[src/sps_pkg.sv]
// package: constants and carrier types of the serial-in, parallel-out shifter
`default_nettype none
package sps_pkg;
    localparam int unsigned STAGES = 8;

    // pin group driven by the outside controller
    typedef struct packed {
        logic serial_a;
        logic serial_b;
        logic shift_clk;
        logic async_zero_n;
    } sps_pins_t;

    // idle clock high and clear asserted, so release of reset neither fakes an edge nor shifts
    localparam sps_pins_t PINS_RST = '{serial_a: 1'b0, serial_b: 1'b0, shift_clk: 1'b1, async_zero_n: 1'b0};
    localparam logic CLK_PREV_RST = 1'b1;
    localparam logic [STAGES-1:0] STAGES_RST = 8'h00;
    localparam logic [STAGES-1:0] STAGES_CLR = 8'h00;
    localparam int unsigned IDX_FIRST   = 0;
    localparam int unsigned IDX_SECOND  = 1;
    localparam int unsigned IDX_SEVENTH = STAGES - 2;
    localparam int unsigned IDX_LAST    = STAGES - 1;
endpackage : sps_pkg
`default_nettype wire

[src/sps_shifter.sv]
// module: eight-stage serial-in, parallel-out shifter behind sampled pins
//
// Functional notes
// - eight chained stages, all visible in parallel
// - serial bit high only when both inputs high
// - either input low shifts in zero
// - of shift clock edges, only rising ones update stages
// - rising edge loads serial bit, shifts chain
// - each rising edge moves contents exactly one place
// - last stage value discarded every rising edge
// - clear low forces all stages zero, overriding
// - no edge, no clear: stages hold
`default_nettype none
module sps_shifter #(
    parameter int unsigned STAGES = sps_pkg::STAGES
) (
    input  wire logic              ref_clk_in,
    input  wire logic              rst_in,
    input  wire sps_pkg::sps_pins_t pins_in,
    output logic [STAGES-1:0]      parallel_out,
    output logic                   stage_out_first_out,
    output logic                   stage_out_second_out,
    output logic                   stage_out_seventh_out,
    output logic                   stage_out_last_out
);

    // pin synchroniser and edge detect
    sps_pkg::sps_pins_t sync1_q;
    sps_pkg::sps_pins_t sync1_d;
    sps_pkg::sps_pins_t sync2_q;
    sps_pkg::sps_pins_t sync2_d;
    logic               clk_prev_q;
    logic               clk_prev_d;

    always_comb begin
        sync1_d    = pins_in;
        sync2_d    = sync1_q;
        clk_prev_d = sync2_q.shift_clk;
    end

    always_ff @(posedge ref_clk_in) begin
        if (rst_in) begin
            sync1_q    <= sps_pkg::PINS_RST;
            sync2_q    <= sps_pkg::PINS_RST;
            clk_prev_q <= sps_pkg::CLK_PREV_RST;
        end else begin
            sync1_q    <= sync1_d;
            sync2_q    <= sync2_d;
            clk_prev_q <= clk_prev_d;
        end
    end

    // shared by the chain and the pin-path check
    function automatic logic gate_serial(input sps_pkg::sps_pins_t pins);
        return pins.serial_a & pins.serial_b;
    endfunction : gate_serial

    logic rise;
    logic fall;
    logic clr_active;
    logic serial_bit;

    // the pin clock is a sampled level, not a clock domain: it must stay well below the reference rate
    assign rise       = sync2_q.shift_clk & ~clk_prev_q;
    assign fall       = ~sync2_q.shift_clk & clk_prev_q;
    assign clr_active = ~sync2_q.async_zero_n;
    assign serial_bit = gate_serial(sync2_q);

    // stage chain
    logic [STAGES-1:0] stages_q;
    logic [STAGES-1:0] stages_d;
    logic [STAGES-1:0] shifted;

    assign shifted[0] = serial_bit;

    // each stage above the first copies its lower neighbour as it stood before the edge
    for (genvar i = 1; i < STAGES; i++) begin : g_chain
        assign shifted[i] = stages_q[i-1];
    end

    always_comb begin
        if (clr_active) begin
            stages_d = sps_pkg::STAGES_CLR;
        end else if (rise) begin
            // top bit falls off the end, nothing keeps it
            stages_d = shifted;
        end else begin
            stages_d = stages_q;
        end
    end

    always_ff @(posedge ref_clk_in) begin
        if (rst_in) begin
            stages_q <= sps_pkg::STAGES_RST;
        end else begin
            stages_q <= stages_d;
        end
    end

    // data and clock share the same sampling delay, so pin set-up carries over
    assign parallel_out          = stages_q;
    assign stage_out_first_out   = stages_q[sps_pkg::IDX_FIRST];
    assign stage_out_second_out  = stages_q[sps_pkg::IDX_SECOND];
    assign stage_out_seventh_out = stages_q[sps_pkg::IDX_SEVENTH];
    assign stage_out_last_out    = stages_q[sps_pkg::IDX_LAST];

    // per-stage view, so a broken link names its own stage
    for (genvar j = 1; j < STAGES; j++) begin : g_stage_checks

    end
endmodule : sps_shifter
`default_nettype wire

[config.mk]
export PLATFORM = sky130hd
export DESIGN_NAME = sps_shifter
export DESIGN_NICKNAME = d
export VERILOG_FILES = /design/src/sps_pkg.sv /design/src/sps_shifter.sv
export SDC_FILE = /design/constraint.sdc
export NUM_CORES = 1
export LEC_CHECK = 0
export BUFFER_PORTS_ARGS = -buffer_cell sky130_fd_sc_hd__buf_2
export CORE_UTILIZATION = 35
export CTS_CLUSTER_DIAMETER = 100
export CTS_CLUSTER_SIZE = 30
export DETAILED_ROUTE_END_ITERATION = 7
export GPL_ROUTABILITY_DRIVEN = 0
export PLACE_DENSITY = 0.55
export SETUP_SLACK_MARGIN = 0.02
export SLEW_MARGIN = 20
export SYNTH_ARGS = -nofsm -noshare
export SYNTH_HDL_FRONTEND = slang
export SYNTH_SLANG_ARGS = --single-unit
[constraint.sdc]
create_clock -name ref_clk_in -period 1.2 [get_ports ref_clk_in]
set_input_delay 0.18 -clock ref_clk_in [delete_from_list [all_inputs] [get_ports ref_clk_in]]
set_output_delay 0.18 -clock ref_clk_in [all_outputs]
set_load 0.005 [all_outputs]
* After elaboration in Yosys (flattened, before gate mapping)
Index checks and enable logic that the tools add are counted.
Word-level totals: bits in registers 17, input port bits 6, logic and storage cells 15
Cells by class: bitwise logic cells 4, reduce and logical (&&, ||, !) cells 1
Operators by type and width (number):
- $and A1 B1 Y1 | 2
- $not A1 Y1 | 2
- $reduce_or A2 Y1 | 1

* Longest topological paths before layout
depth after elaboration 2, depth in mapped cells 4, depth with buffers taken out 3

* Least setup slack after synthesis
No wires, ideal clock.
path type flip-flop to flip-flop, start point register sync2_q (netlist bit clk_prev_d), end point register stages_q[0] (netlist: parallel_out[0]), setup time 66 ps, arrival time 758 ps, slack 376 ps, cell stages (with the launch flop) 5, path buffers 1, period minus slack after synthesis 824 ps, cell sequence dfxtp_1 -> nor2b_1 -> buf_4 -> nand3_2 -> a21oi_2
On the way: cells in the longest elaborated chain, start to end 1
RTL lines:
- start, declared | line sps_shifter.sv:30 | sps_pkg::sps_pins_t sync2_q;
- start signal, assigned | line sps_shifter.sv:44 | sync2_q <= sps_pkg::PINS_RST;
- start signal, assigned | line sps_shifter.sv:48 | sync2_q <= sync2_d;
- $and A1 B1 Y1 | line sps_shifter.sv:64 | assign rise = sync2_q.shift_clk & ~clk_prev_q;
- end signal, assigned | line sps_shifter.sv:94 | stages_q <= sps_pkg::STAGES_RST;
- end signal, assigned | line sps_shifter.sv:96 | stages_q <= stages_d;
- end, declared | line sps_shifter.sv:70 | logic [STAGES-1:0] stages_q;
Every way passes these cells. A chain may end at the register's enable or synchronous reset.

* Worst setup path after layout
start point register sync2_q (netlist bit clk_prev_d), end point register stages_q[3] (netlist: parallel_out[3])
The elaborated chain is that of the path after synthesis.

==> impl_results.md <==
- Status: completed
- Total grt overflow: 0
- Area Overhead vs Synth: 15.87%
- CTS H-Tree Depth: 1
- Post-synthesis compound-gate area fraction: 7.609%
- First-pass GRT wire length: 1297 um
- Via/cell ratio: 4.484
- Unrepaired setup endpoints after global routing: no
- Worst-margin pin slew: 0.3089 ns
- Reg2reg end: parallel_out[3]$_SDFFE_PP0P_
- Via count: 408
- R2r worst-path depth: 4
- Peak Freq: 1015 MHz
- Period utilisation layout: 82.06%
- CP cell instances: nor2b_1 > buf_4 > nand2_1 > a21oi_1
- Final HPWL DP: 548.2 um
- Setup Skew: 0.002114 ns
- Post-route design area: 666.9 um2
- Yosys warning total: 0
- PortBufs: 17
- Relative slew slack: 79.41%
- Slowest stage delay, CP: roughly 0.34 ns
- Number of synthesized register bits: 17
- Hold Path Class: in2reg
- Max Slew Vio Count: 0
- Peak VDD IR: 0.8156 mV
- Initial DRC Count: 2
- Final ANT Viol Nets: 0
- CP Data Required Time: 1.42 ns
- Setup CP Type: reg2reg
- Syn nets: between 60 and 70
- Mux cell area share after synthesis: 0%
- Post-CTS Setup Bufs: 0
- Post-Route WL: 784 um
- Initial Utilization: 37.77%
- Setup TNS: 0 ns
- Endpoints failing setup: 0
- Seq/Total Area, Yosys: 59.13%
- Synth Instances: 60
- Worst path bufs/invs: 1
- Pwr dens: 1357 nW/um2
- Row cnt: 14
- Delay-heaviest family, CP: flip-flops
- DRT met1 WL: 338 um
- Hold-fix buffers, CTS: 0
- Hold path depth: 2
- Post-CTS sizing: 0
- Mean Syn Cell Area: around 9.6 um2
- WP data arrival: about 1.2 ns
- Slowest CP cell: dfxtp_1
- Distinct cells, synth: 12
- Highest metal used: met3
- Total CTS buffers: 3
- Largest net degree at the start of global routing: 11
- Placed cell area: 640.6 um2
- Drt drc: 0
- Nets: 82
- FF-to-FF setup slack: ~0.22 ns
- Crit end category: flip-flop
- Largest family of logic cells by synthesized area: simple AND/OR/NAND/NOR gates
- Post-Synth XOR/XNOR Area: 0%
- WL met2: 372 um
- CTS Root Cell: clkbuf_4
- Maximum clock path buffer count: 2
- Vias in the first global route: 346
- Met3 Routed Length: 73 um
- Die area: between 1500 and 2000 um2
- Leakage power: 0.2832 nW
- Initial antenna violation count: 0
- Final Critical Period: roughly 0.98 ns
- Core area: 1524 um2
- Fin cells: 91
- Adder-Cell Fraction of Synth Area: 0%
- Drt pass-1 iters: 2
- DR WL/cell: around 8.6 um
- Startpoint Class: flip-flop
- CTS tree: yes
- Worst path depth: 4
- Share of post-route cells with drive strength above 1: 34.67%
- Worst Hold End: sync1_q[1]$_SDFF_PP1_
- Cell Area, Synth: 575.6 um2
- N_diodes: 0
- Simple-gate share of the synthesized area: 25.00%
- Gr usage total: roughly 10%
- Worst r2r src: clk_prev_d$_SDFF_PP1_
- Max-Cap Viols: 0
- Placed insts: 87
- Clock-pin slew on the worst setup and hold paths: 0.09 ns
- Worst Min Path Start: pins_in[1]
- DIE HEIGHT: 42.55 um
- Latest clock arrival within the worst-skew pair: 0.28 ns
- Clk sinks: 17
- Final hold vios: 0
- Worst-path maximum fanout: 6
- # IOs: 18
- Die width: 42.55 um
## routing by layer
layer	vias up	global-route usage [%]
met4	0	3.750
li1	213	-
met2	18	16.92
met3	0	7.759
met1	177	9.140
met5	-	0
## worst max-delay path by stage
stage / end / start / slack [ns]
floorplan: parallel_out[0]$_SDFFE_PP0P_ / clk_prev_d$_SDFF_PP1_ / 0.38
global route: parallel_out[3]$_SDFFE_PP0P_ / clk_prev_d$_SDFF_PP1_ / 0.13
detailed placement: parallel_out[4]$_SDFFE_PP0P_ / clk_prev_d$_SDFF_PP1_ / 0.22
global placement: parallel_out[4]$_SDFFE_PP0P_ / clk_prev_d$_SDFF_PP1_ / 0.22
CTS: parallel_out[3]$_SDFFE_PP0P_ / clk_prev_d$_SDFF_PP1_ / 0.20
finish: parallel_out[3]$_SDFFE_PP0P_ / clk_prev_d$_SDFF_PP1_ / 0.22
## registers in the layout, summed over array words and instances, names as in the netlist
name	count
clk_prev_d	1
clk_prev_q	1
parallel_out	8
sync1_q	4
sync2_q	3
## worst reg2reg max path: cells and delay by family, from the launching register on
| family | cells | cell delay (ns) |
|---|---|---|
| compound gates | 1 | 0.12 |
| buf+inv | 1 | 0.18 |
| flops | 1 | 0.34 |
| simple gates | 2 | 0.28 |
## logic make-up (layout without fill, tap and decap cells)
logic type             Yosys count  in the layout
AOI/OAI and AO/OA                8              8
buffers and inverters            7             22
DFF                             17             17
and+or+nand+nor                 28             28
## final cells by class
cell class                 count  area (um2)
timing repair buffer          18       92.59
clock buffer                   4       26.28
multi-input combinational     36       187.7
fill                         162       857.1
sequential                    17       340.3
tap                           16       20.02
## per-stage QoR
stage          utilization, %  total power (W)  setup slack [ns]  hold WS [ns]
3_5_place_dp            42.04        0.0006236            0.2191        0.3667
5_1_grt                 43.76        0.0009486            0.1270       0.05930
3_3_place_gp            42.04        0.0006226            0.2209        0.3664
6_report                43.76        0.0009049            0.2152       0.07309
4_1_cts                 43.76        0.0009223            0.1978       0.06234
2_1_floorplan               -        0.0006111            0.3758        0.2516
## synthesized netlist by cell type
library cell	n	area, um2
dfxtp_1	17	340.3
nand2_1	15	56.30
a21oi_1	7	35.03
buf_4	5	37.54
nor2b_1	5	31.28
or2_2	3	18.77
and2b_1	2	15.01
nand2b_1	2	12.51
a21oi_2	1	8.760
buf_2	1	5.000
clkbuf_2	1	5.000
nand3_2	1	10.01
## cells in the final DEF (no fill, tap or decap)
cell type	count
a21oi_1	7
a21oi_2	1
and2b_1	2
buf_2	17
buf_4	1
clkbuf_1	1
clkbuf_4	3
dfxtp_1	17
nand2_1	15
nand2b_1	2
nand3_2	1
nor2b_1	5
or2_2	3
## power by group
group | switching [W] | internal, W | total, W
Sequential | 0.00000356 | 0.000577 | 0.000581
Clock | 0.000166 | 0.000129 | 0.000296
Combinational | 0.0000128 | 0.0000159 | 0.0000287
Total | 0.000183 | 0.000722 | 0.000905
No activity file was read; power rests on OpenSTA's default activity.
